--- config.mk ---
export PLATFORM = sky130hd
export DESIGN_NAME = ssq_sequencer
export DESIGN_NICKNAME = d
export VERILOG_FILES = /design/src/ssq_pkg.sv /design/src/ssq_mem_if.sv /design/src/ssq_sequencer.sv /design/src/ssq_sample_mem.sv
export SDC_FILE = /design/constraint.sdc
export NUM_CORES = 1
export LEC_CHECK = 0
export ABC_CLOCK_PERIOD_IN_PS = 5700
export BUFFER_PORTS_ARGS = -buffer_cell sky130_fd_sc_hd__buf_2
export CELL_PAD_IN_SITES_DETAIL_PLACEMENT = 0
export CELL_PAD_IN_SITES_GLOBAL_PLACEMENT = 1
export CORE_MARGIN = 2
export CORE_UTILIZATION = 35
export DETAILED_ROUTE_END_ITERATION = 12
export PLACE_DENSITY_LB_ADDON = 0.1
export SETUP_SLACK_MARGIN = 0.02
export SLEW_MARGIN = 20
export SYNTH_ARGS = -nofsm -noshare
export SYNTH_HDL_FRONTEND = slang
export SYNTH_SLANG_ARGS = --single-unit
export TNS_END_PERCENT = 5
--- constraint.sdc ---
create_clock -name clk -period 5.7 [get_ports clk]
set_input_delay 0.285 -clock clk [delete_from_list [all_inputs] [get_ports clk]]
set_output_delay 0.285 -clock clk [all_outputs]
set_load 0.01 [all_outputs]
--- src/ssq_pkg.sv ---
// Shared constants for the sample sequencer: register map, step word layout,
// sequence capacities, interrupt bit groups and the sequencer state codes.
// Assumes a 32-bit Avalon-MM slave with byte addresses on an 8-bit address.
package ssq_pkg;

    // ************************************************************
    // Sizes
    // ************************************************************
    localparam int NUM_SEQ = 4;
    localparam int MAX_STEPS = 8;
    localparam int DATA_W = 12;
    localparam int ADDR_W = 8;
    localparam int MEM_AW = 5;
    localparam int PRIO_W = 2;

    // ************************************************************
    // Step configuration word
    // ************************************************************
    localparam int CFG_W = 7;
    localparam int CFG_SEL_LO = 0;
    localparam int CFG_DIFF = 3;
    localparam int CFG_TEMP = 4;
    localparam int CFG_LAST = 5;
    localparam int CFG_IRQ = 6;

    // ************************************************************
    // Register map (byte offsets)
    // ************************************************************
    localparam logic [7:0] REG_ENABLE = 8'h00;
    localparam logic [7:0] REG_PRIO = 8'h04;
    localparam logic [7:0] REG_TRIGGER = 8'h08;
    localparam logic [7:0] REG_OVF = 8'h0c;
    localparam logic [7:0] REG_UNF = 8'h10;
    localparam logic [7:0] REG_IRQ_STAT = 8'h14;
    localparam logic [7:0] REG_IRQ_MASK = 8'h18;
    localparam logic [7:0] REG_STATUS = 8'h1c;
    localparam logic [7:0] REG_FIFO_BASE = 8'h20;
    localparam logic [7:0] REG_FIFO_SPAN = 8'h10;
    localparam logic [7:0] REG_STEP_BASE = 8'h40;
    localparam logic [7:0] REG_STEP_SPAN = 8'h80;
    localparam int STEP_SEQ_LSB = 5;
    localparam int WORD_LSB = 2;

    // ************************************************************
    // Reset values and field positions
    // ************************************************************
    localparam logic [7:0] PRIO_RST = 8'he4;
    localparam int IRQ_W = 12;
    localparam int IRQ_DONE_LSB = 0;
    localparam int IRQ_OVF_LSB = 4;
    localparam int IRQ_UNF_LSB = 8;
    localparam int STAT_SEQ_LSB = 16;
    localparam int STAT_BUSY = 18;

    localparam logic [3:0] CAP_SEQ0 = 4'h8;
    localparam logic [3:0] CAP_SEQ12 = 4'h4;
    localparam logic [3:0] CAP_SEQ3 = 4'h1;

    typedef enum logic [2:0] {
        ST_IDLE = 3'h1,
        ST_START = 3'h2,
        ST_WAIT = 3'h4
    } ssq_state_e;

    function automatic logic [3:0] seq_cap(input logic [1:0] s);
        case (s)
            2'h0: return CAP_SEQ0;
            2'h3: return CAP_SEQ3;
            default: return CAP_SEQ12;
        endcase
    endfunction : seq_cap

endpackage : ssq_pkg

--- src/ssq_mem_if.sv ---
// Write and read port of the sample store between sequencer and memory.
// Assumes one clock; read data appear one edge after the read address.
`timescale 1ns/1ps
interface ssq_mem_if;
    logic wr_en;
    logic [ssq_pkg::MEM_AW-1:0] waddr;
    logic [ssq_pkg::DATA_W-1:0] wdata;
    logic [ssq_pkg::MEM_AW-1:0] raddr;
    logic [ssq_pkg::DATA_W-1:0] rdata;

    modport ctrl (output wr_en, output waddr, output wdata, output raddr, input rdata);
    modport mem (input wr_en, input waddr, input wdata, input raddr, output rdata);
endinterface : ssq_mem_if

--- src/ssq_sequencer.sv ---
// Sample sequencer: four triggered step lists driving a converter core,
// per-sequence output FIFOs, sticky overflow/underflow flags and interrupt.
// Assumes the converter answers each start pulse with one conv_done pulse.
//
// Notes on behaviour
// - Trigger on enabled sequence with unread FIFO samples sets its overflow flag.
// - Overflow flag stays until software clears it; otherwise harmless.
// - Reading an empty sequence FIFO sets its underflow flag.
// - Underflow flag stays until software clears it; otherwise harmless.
// - Step mode bit set makes that conversion differential unless the temperature bit is set, else single-ended.
// - Step channel field selects one of eight inputs, zero to seven.
// - Step temperature bit converts the internal sensor instead of the channel.
// - Step end marker stops the sequence after that step.
// - Step interrupt bit raises the sequence interrupt status on completion.
// - Steps run in ascending order from zero, results pushed in order.
// - Step slots are eight, four, four and one for sequences zero to three.
// - Differential channel field is pair number n, inputs 2n and 2n+1.
// - Step settings are captured when the run starts and govern that run.
// - Each sequence has its own FIFO; each read of a non-empty FIFO pops one word.
// - Four sequences with capacities eight, four, four and one samples.
// - Two-bit priority, zero highest, arbitrates simultaneous pending triggers.
// - Disabled sequence ignores its trigger and captures nothing.
//
// Chosen here: the register addresses and register access over Avalon-MM.
`timescale 1ns/1ps
module ssq_sequencer (
    input wire logic clk,
    input wire logic rstn,
    input wire logic [ssq_pkg::ADDR_W-1:0] address,
    input wire logic read,
    input wire logic write,
    input wire logic [31:0] writedata,
    output logic [31:0] readdata,
    output logic waitrequest,
    input wire logic [ssq_pkg::NUM_SEQ-1:0] trig_in,
    output logic conv_start,
    output logic [2:0] conv_input_p,
    output logic [2:0] conv_input_n,
    output logic conv_diff,
    output logic conv_temp,
    input wire logic conv_done,
    input wire logic [ssq_pkg::DATA_W-1:0] conv_data,
    output logic irq
);

    // ************************************************************
    // State
    // ************************************************************
    ssq_mem_if mem_bus ();

    logic [3:0] seq_en;
    logic [7:0] seq_prio;
    logic [3:0] pending;
    logic [3:0] ovf;
    logic [3:0] unf;
    logic [ssq_pkg::IRQ_W-1:0] irq_stat;
    logic [ssq_pkg::IRQ_W-1:0] irq_mask;
    logic [ssq_pkg::CFG_W-1:0] step_cfg [4][8];
    logic [ssq_pkg::CFG_W-1:0] run_cfg [8];
    logic [3:0] fill [4];
    logic [2:0] wptr [4];
    logic [2:0] rptr [4];
    ssq_pkg::ssq_state_e state;
    logic [1:0] cur_seq;
    logic [2:0] step_index;
    logic bus_phase;

    // ************************************************************
    // Decode helpers
    // ************************************************************
    function automatic logic is_step(input logic [7:0] a);
        logic [7:0] off;
        off = a - ssq_pkg::REG_STEP_BASE;
        return (a >= ssq_pkg::REG_STEP_BASE) && (off < ssq_pkg::REG_STEP_SPAN)
            && (a[1:0] == 2'h0) && ({1'b0, off[4:2]} < ssq_pkg::seq_cap(off[6:5]));
    endfunction : is_step

    function automatic logic is_fifo(input logic [7:0] a);
        return (a >= ssq_pkg::REG_FIFO_BASE)
            && (a < ssq_pkg::REG_FIFO_BASE + ssq_pkg::REG_FIFO_SPAN) && (a[1:0] == 2'h0);
    endfunction : is_fifo

    function automatic logic [2:0] next_ptr(input logic [2:0] p, input logic [1:0] s);
        logic [3:0] cap;
        cap = ssq_pkg::seq_cap(s);
        return ({1'b0, p} == cap - 4'h1) ? 3'h0 : 3'(p + 3'h1);
    endfunction : next_ptr

    // Lowest priority value wins; ties are a software fault and go to lower index
    function automatic logic [2:0] pick(input logic [3:0] p, input logic [7:0] pr);
        logic [2:0] res;
        res = 3'h0;
        for (int lvl = 0; lvl < 4; lvl++) begin
            for (int s = 0; s < 4; s++) begin
                if (!res[2] && p[s] && pr[2*s +: 2] == 2'(lvl)) begin
                    res = {1'b1, 2'(s)};
                end
            end
        end
        return res;
    endfunction : pick

    logic bus_take;
    logic wr_take;
    logic rd_take;
    logic [7:0] step_off;
    logic [7:0] fifo_off;
    logic [1:0] fifo_seq;
    logic [3:0] trig_evt;
    logic [3:0] trig_acc;
    logic [3:0] nonempty;
    logic [3:0] ovf_evt;
    logic [3:0] unf_evt;
    logic [3:0] ovf_clr;
    logic [3:0] unf_clr;
    logic [3:0] pop;
    logic [3:0] push;
    logic [3:0] done_evt;
    logic [3:0] start_clr;
    logic [2:0] pick_res;
    logic [ssq_pkg::CFG_W-1:0] cur_cfg;
    logic run_end;
    logic [31:0] next_readdata;

    assign bus_take = (read | write) & ~waitrequest;
    assign wr_take = bus_take & write;
    assign rd_take = bus_take & read;
    assign step_off = address - ssq_pkg::REG_STEP_BASE;
    assign fifo_off = address - ssq_pkg::REG_FIFO_BASE;
    assign fifo_seq = fifo_off[3:2];
    assign cur_cfg = run_cfg[step_index];
    assign pick_res = pick(pending, seq_prio);
    assign run_end = cur_cfg[ssq_pkg::CFG_LAST]
        || ({1'b0, step_index} == ssq_pkg::seq_cap(cur_seq) - 4'h1);

    always_comb begin
        trig_evt = trig_in;
        if (wr_take && address == ssq_pkg::REG_TRIGGER) begin
            trig_evt = trig_in | writedata[3:0];
        end
        trig_acc = trig_evt & seq_en;
        ovf_clr = (wr_take && address == ssq_pkg::REG_OVF) ? writedata[3:0] : 4'h0;
        unf_clr = (wr_take && address == ssq_pkg::REG_UNF) ? writedata[3:0] : 4'h0;
        start_clr = 4'h0;
        if (state == ssq_pkg::ST_IDLE && pick_res[2]) begin
            start_clr = 4'(4'h1 << pick_res[1:0]);
        end
        for (int s = 0; s < 4; s++) begin
            nonempty[s] = fill[s] != 4'h0;
            ovf_evt[s] = trig_acc[s] && nonempty[s];
            pop[s] = rd_take && is_fifo(address) && fifo_seq == 2'(s) && nonempty[s];
            unf_evt[s] = rd_take && is_fifo(address) && fifo_seq == 2'(s) && !nonempty[s];
            push[s] = state == ssq_pkg::ST_WAIT && conv_done && cur_seq == 2'(s)
                && fill[s] < ssq_pkg::seq_cap(2'(s));
            done_evt[s] = state == ssq_pkg::ST_WAIT && conv_done && cur_seq == 2'(s)
                && cur_cfg[ssq_pkg::CFG_IRQ];
        end
    end

    // ************************************************************
    // Avalon-MM slave: answer two cycles after a request is raised
    // ************************************************************
    always_comb begin
        next_readdata = 32'h0;
        case (address)
            ssq_pkg::REG_ENABLE: next_readdata[3:0] = seq_en;
            ssq_pkg::REG_PRIO: next_readdata[7:0] = seq_prio;
            ssq_pkg::REG_OVF: next_readdata[3:0] = ovf;
            ssq_pkg::REG_UNF: next_readdata[3:0] = unf;
            ssq_pkg::REG_IRQ_STAT: next_readdata[ssq_pkg::IRQ_W-1:0] = irq_stat;
            ssq_pkg::REG_IRQ_MASK: next_readdata[ssq_pkg::IRQ_W-1:0] = irq_mask;
            ssq_pkg::REG_STATUS: begin
                next_readdata[15:0] = {fill[3], fill[2], fill[1], fill[0]};
                next_readdata[ssq_pkg::STAT_SEQ_LSB +: 2] = cur_seq;
                next_readdata[ssq_pkg::STAT_BUSY] = state != ssq_pkg::ST_IDLE;
            end
            default: begin
                if (is_fifo(address) && nonempty[fifo_seq]) begin
                    next_readdata[ssq_pkg::DATA_W-1:0] = mem_bus.rdata;
                end else if (is_step(address)) begin
                    next_readdata[ssq_pkg::CFG_W-1:0] = step_cfg[step_off[6:5]][step_off[4:2]];
                end
            end
        endcase
    end

    // The extra phase gives the sample store one edge to present its word
    always_ff @(posedge clk) begin
        if (!rstn) begin
            waitrequest <= 1'b1;
            bus_phase <= 1'b0;
            readdata <= 32'h0;
        end else if (bus_take) begin
            waitrequest <= 1'b1;
            bus_phase <= 1'b0;
        end else if (read || write) begin
            if (bus_phase) begin
                waitrequest <= 1'b0;
                readdata <= next_readdata;
            end
            bus_phase <= 1'b1;
        end
    end

    always_ff @(posedge clk) begin
        if (!rstn) begin
            seq_en <= 4'h0;
            seq_prio <= ssq_pkg::PRIO_RST;
            irq_mask <= '0;
        end else if (wr_take) begin
            if (address == ssq_pkg::REG_ENABLE) begin
                seq_en <= writedata[3:0];
            end
            if (address == ssq_pkg::REG_PRIO) begin
                seq_prio <= writedata[7:0];
            end
            if (address == ssq_pkg::REG_IRQ_MASK) begin
                irq_mask <= writedata[ssq_pkg::IRQ_W-1:0];
            end
        end
    end

    // Step words have no reset; software programs them before enabling
    always_ff @(posedge clk) begin
        if (wr_take && is_step(address)) begin
            step_cfg[step_off[6:5]][step_off[4:2]] <= writedata[ssq_pkg::CFG_W-1:0];
        end
    end

    // ************************************************************
    // Sticky flags and interrupt; a new event beats a same-cycle clear
    // ************************************************************
    always_ff @(posedge clk) begin
        if (!rstn) begin
            ovf <= 4'h0;
            unf <= 4'h0;
        end else begin
            ovf <= (ovf & ~ovf_clr) | ovf_evt;
            unf <= (unf & ~unf_clr) | unf_evt;
        end
    end

    always_ff @(posedge clk) begin
        if (!rstn) begin
            irq_stat <= '0;
            irq <= 1'b0;
        end else begin
            if (rd_take && address == ssq_pkg::REG_IRQ_STAT) begin
                irq_stat <= {unf_evt, ovf_evt, done_evt};
            end else begin
                irq_stat <= irq_stat | {unf_evt, ovf_evt, done_evt};
            end
            irq <= |(irq_stat & irq_mask);
        end
    end

    always_ff @(posedge clk) begin
        if (!rstn) begin
            pending <= 4'h0;
        end else begin
            pending <= (pending & ~start_clr) | trig_acc;
        end
    end

    // ************************************************************
    // Step engine
    // ************************************************************
    always_ff @(posedge clk) begin
        if (!rstn) begin
            state <= ssq_pkg::ST_IDLE;
            cur_seq <= 2'h0;
            step_index <= 3'h0;
        end else begin
            case (state)
                ssq_pkg::ST_IDLE: begin
                    if (pick_res[2]) begin
                        cur_seq <= pick_res[1:0];
                        step_index <= 3'h0;
                        state <= ssq_pkg::ST_START;
                    end
                end
                ssq_pkg::ST_START: state <= ssq_pkg::ST_WAIT;
                ssq_pkg::ST_WAIT: begin
                    if (conv_done) begin
                        if (run_end) begin
                            state <= ssq_pkg::ST_IDLE;
                        end else begin
                            step_index <= 3'(step_index + 3'h1);
                            state <= ssq_pkg::ST_START;
                        end
                    end
                end
                default: state <= ssq_pkg::ST_IDLE;
            endcase
        end
    end

    // Snapshot keeps a run consistent while software rewrites step words
    always_ff @(posedge clk) begin
        if (state == ssq_pkg::ST_IDLE && pick_res[2]) begin
            for (int i = 0; i < ssq_pkg::MAX_STEPS; i++) begin
                run_cfg[i] <= step_cfg[pick_res[1:0]][i];
            end
        end
    end

    // Differential with the sensor is undefined; the sensor is given precedence
    always_ff @(posedge clk) begin
        if (!rstn) begin
            conv_start <= 1'b0;
            conv_input_p <= 3'h0;
            conv_input_n <= 3'h0;
            conv_diff <= 1'b0;
            conv_temp <= 1'b0;
        end else begin
            conv_start <= state == ssq_pkg::ST_START;
            if (state == ssq_pkg::ST_START) begin
                conv_temp <= cur_cfg[ssq_pkg::CFG_TEMP];
                conv_diff <= cur_cfg[ssq_pkg::CFG_DIFF] & ~cur_cfg[ssq_pkg::CFG_TEMP];
                if (cur_cfg[ssq_pkg::CFG_DIFF]) begin
                    conv_input_p <= {cur_cfg[ssq_pkg::CFG_SEL_LO +: 2], 1'b0};
                    conv_input_n <= {cur_cfg[ssq_pkg::CFG_SEL_LO +: 2], 1'b1};
                end else begin
                    conv_input_p <= cur_cfg[ssq_pkg::CFG_SEL_LO +: 3];
                    conv_input_n <= cur_cfg[ssq_pkg::CFG_SEL_LO +: 3];
                end
            end
        end
    end

    // ************************************************************
    // Output FIFOs; a sample finding its FIFO full is dropped
    // ************************************************************
    always_ff @(posedge clk) begin
        if (!rstn) begin
            for (int s = 0; s < 4; s++) begin
                fill[s] <= 4'h0;
                wptr[s] <= 3'h0;
                rptr[s] <= 3'h0;
            end
        end else begin
            for (int s = 0; s < 4; s++) begin
                fill[s] <= 4'(fill[s] + {3'h0, push[s]} - {3'h0, pop[s]});
                if (push[s]) begin
                    wptr[s] <= next_ptr(wptr[s], 2'(s));
                end
                if (pop[s]) begin
                    rptr[s] <= next_ptr(rptr[s], 2'(s));
                end
            end
        end
    end

    assign mem_bus.wr_en = |push;
    assign mem_bus.waddr = {cur_seq, wptr[cur_seq]};
    assign mem_bus.wdata = conv_data;
    assign mem_bus.raddr = {fifo_seq, rptr[fifo_seq]};

    ssq_sample_mem u_mem (
        .clk(clk),
        .port(mem_bus.mem)
    );
endmodule : ssq_sequencer

--- src/ssq_sample_mem.sv ---
// Sample store holding the four output FIFOs, one slot group per sequence.
// Assumes the owner keeps its own pointers; read data are registered.
`timescale 1ns/1ps
module ssq_sample_mem (
    input wire logic clk,
    ssq_mem_if.mem port
);
    logic [ssq_pkg::DATA_W-1:0] store [2**ssq_pkg::MEM_AW];

    always_ff @(posedge clk) begin
        if (port.wr_en) begin
            store[port.waddr] <= port.wdata;
        end
    end

    always_ff @(posedge clk) begin
        port.rdata <= store[port.raddr];
    end
endmodule : ssq_sample_mem

==> flow_summary_export.csv <==
group,metric,value,unit
floorplanning,core_region_area,0.0981,mm²
detailed_routing,wl_met2,46000,µm
detailed_routing,route.top_layer_used,"met5",
floorplanning,start_util,0.352,
timing,hold_violations,0,
timing,rsz0062_at_grt,"no",
run,cap_violations,0,
setup_path,end_kind,"flip-flop",
global_routing,antenna_found_initial,4,
detailed_routing,drc,0,
clock_network,root_buffer,"clkbuf_16",
placed_design,gp_congestion,0.773,
finish,fin_nets,2319,
timing,finalSetupTns,0,ns
floorplanning,dieHeight,318,µm
yosys,async_flop_share,0,
yosys,synth_edf_count,688,
yosys,synthFlopType,"edfxtp_1",
finish,syn_to_final_growth,14.4,%
timing,slew_headroom,0.295,
timing,worst_slew_pin_slew,1.05,ns
detailed_routing,drt-initial-drc-count,1680,
global_routing,grt_pass1_wl,141000,µm
clock_network,clkSlewWorstSetupHoldPaths,0.06,ns
power_and_ir_drop,switchingPower,2880,µW
clock_network,cts_resized,0,
finish,drive_gt1_frac,0.217,
clock_network,cts_max_path_buffers,3,
power_and_ir_drop,p_leak,0.0132,µW
detailed_routing,firstDrtPassIters,5,
clock_network,htree_levels,3,
floorplanning,placementRows,115,
detailed_routing,dr_wl_met3,5050,µm
yosys,avgSynthCellArea,16.6,µm²
finish,design_area,0.0396,mm²
finish,mostFrequentLayoutCell,"edfxtp_1",
finish,final_cell_mix,"688 x edfxtp_1, 194 x mux4_2, 150 x nor2_1, 134 x mux2i_1, 118 x dfxtp_1",
global_routing,grt_max_degree,62,
global_routing,gr-total-overflow,0,
yosys,ys_top_cells_by_area,"edfxtp_1 60%, mux4_2 13%, dfxtp_1 6.8%",
clock_network,cts_buffers,93,
global_routing,grt_use_total,0.192,
floorplanning,io-pin-count,104,
floorplanning,dieWidth,318,µm
yosys,seq_area_frac_synth,0.666,
setup_path,crit_type,"flip-flop to flip-flop",
detailed_routing,routed_wl,97200,µm
yosys,synth_area,0.0346,mm²
detailed_routing,m1WireLength,43600,µm
setup_path,crit_arrival,4.04,ns
yosys,yosys_warnings,0,
clock_network,cts_tree,"built",
global_routing,grt_pass1_vias,19793,
timing,period_needed,3.68,ns
detailed_routing,viasPerCell,5.41,
clock_network,clk_latency,0.68,ns
timing,skew,0.0312,ns
yosys,netlist_instances,2080,
yosys,ys_types,71,
setup_path,required,6.06,ns
placed_design,port_buffers,70,
power_and_ir_drop,power.share.clock,0.452,
setup_path,reg2reg_slack,2.02,ns
power_and_ir_drop,p_sw_frac,0.223,
detailed_routing,detail-route-antenna-nets,0,
timing,finalCritPeriodShare,0.646,
detailed_routing,num_vias,19285,
placed_design,place_hpwl,62700,µm
yosys,synthDominantCellAreaShare,0.598,
timing,max_freq,0.271,GHz
timing,setup_violations,0,
power_and_ir_drop,seqPwrFrac,0.498,
power_and_ir_drop,powerDensity,327,mW/mm²
outcome,status,"completed",
setup_path,startpoint_type,"flip-flop",
power_and_ir_drop,p_int,10000,µW
detailed_routing,wl_per_cell,27.3,µm
timing,whs,0.0587,ns
setup_path,cp_max_fo,11,
clock_network,cts.sinks,806,
yosys,synth_top_area_cell,"edfxtp_1",
power_and_ir_drop,ir_drop,0.245,mV
timing,slew_viol_final,0,
floorplanning,dieArea,0.101,mm²
worst_hold_path,hold_class,"primary input to flip-flop",
yosys,synth-seq-cells,806,
power_and_ir_drop,pwr-share-comb,0.050,
placed_design,place_area,0.0365,mm²
-- stage by stage --
step,util,power [µW],instances,worst slack [ns]
after floorplan,-,6910,2092,2.34
after global placement,0.372,7200,3389,1.88
after detailed placement,0.372,7210,3389,1.90
after CTS,0.403,13100,3564,1.90
after global routing,0.403,13300,3564,1.70
final,0.403,12900,3565,2.02
-- kinds of logic (layout without fill, tap and decap cells) --
kind of cell	count (synthesis)	count (layout)	synth area share
fa+ha+maj	51	51	0.0193
simple gates	400	400	0.0575
other cells	1	14	0.000108
buf+inv	185	370	0.0257
flops	806	806	0.666
xor+xnor	9	9	0.00228
mux	342	342	0.170
compound gates	286	286	0.0589
-- critical path, stage by stage, from the launching register on --
cell      delay, ns
dfxtp_1        0.52
and2_1         0.46
nand3_1        0.19
o21a_1         0.16
a21oi_1        0.38
nand3b_1       0.61
nor2_1         0.74
buf_4          0.30
-- routing by layer --
metal  vias up  global-route usage
met1     10116               0.266
met5         -                   0
li1       8511                   -
met3       138              0.0351
met2       518               0.308
met4         2              0.0539
-- what timing repair did --
item	CTS	global route
buffers inserted	0	0
endpoints found under the setup margin	0	0
hold buffers	10	0
endpoints found under the hold margin	9	0
-- layout make-up --
class / count / area [µm²]
repair buffers: 145 / 968
inverters: 60 / 225
clock buffers: 118 / 2490
fillers: 9008 / 58600
well taps: 1287 / 1610
flip-flops and latches: 806 / 23000
diodes: 1 / 2.50
clock inverters: 47 / 474
multi-input cells: 1101 / 10800
-- flip-flops by register name, summed over array words and instances (netlist names), 3 cells and up, named ones only --
register,cells
seq_prio,8
irq_stat,12
u_mem.port.rdata,12
state,3
u_mem.store,384
run_cfg,56
rptr,12
conv_input_p,3
step_cfg,224
irq_mask,12
ovf,4
step_index,3
fill,16
unf,4
seq_en,4
wptr,12
pending,4
readdata,19
-- Yosys cell counts, types with 12 or more instances --
master and number:
nor3_1 28, buf_4 24, nor2b_1 23, o21ai_0 36
a21oi_1 50, o221ai_1 12, inv_1 58, nand2b_1 18
dfxtp_1 118, ha_1 47, a22oi_1 31, nand2_1 57
buf_2 32, clkbuf_1 55, a21o_1 22, nand3_1 17
mux4_2 196, o21a_1 13, a221oi_1 37, nor2_1 152
mux2i_1 137, o211ai_1 13, edfxtp_1 688, and2_1 51
a211oi_1 24
-- power by group through the flow --
stage	sequential (µW)	clock, µW	combinational [µW]
final	6430	5840	649
after global routing	6430	6210	697
after CTS	6430	5980	665
after detailed placement	6550	0	658
after global placement	6550	0	651
after floorplan	6540	0	368
-- path summary, 6_finish.rpt --
kind                           startpoint  cells after the start                           end
hold reg to reg    conv_diff$_SDFFE_PN0P_                      2        conv_diff$_SDFFE_PN0P_
setup reg to reg  cur_seq[0]$_SDFFE_PN0P_                      7  u_mem.store[26][1]$_DFFE_PP_
hold / removal               writedata[2]                      1     step_cfg[3][16]$_DFFE_PP_
setup / recovery  cur_seq[0]$_SDFFE_PN0P_                      7  u_mem.store[26][1]$_DFFE_PP_
(Power assumes the default switching activity.)
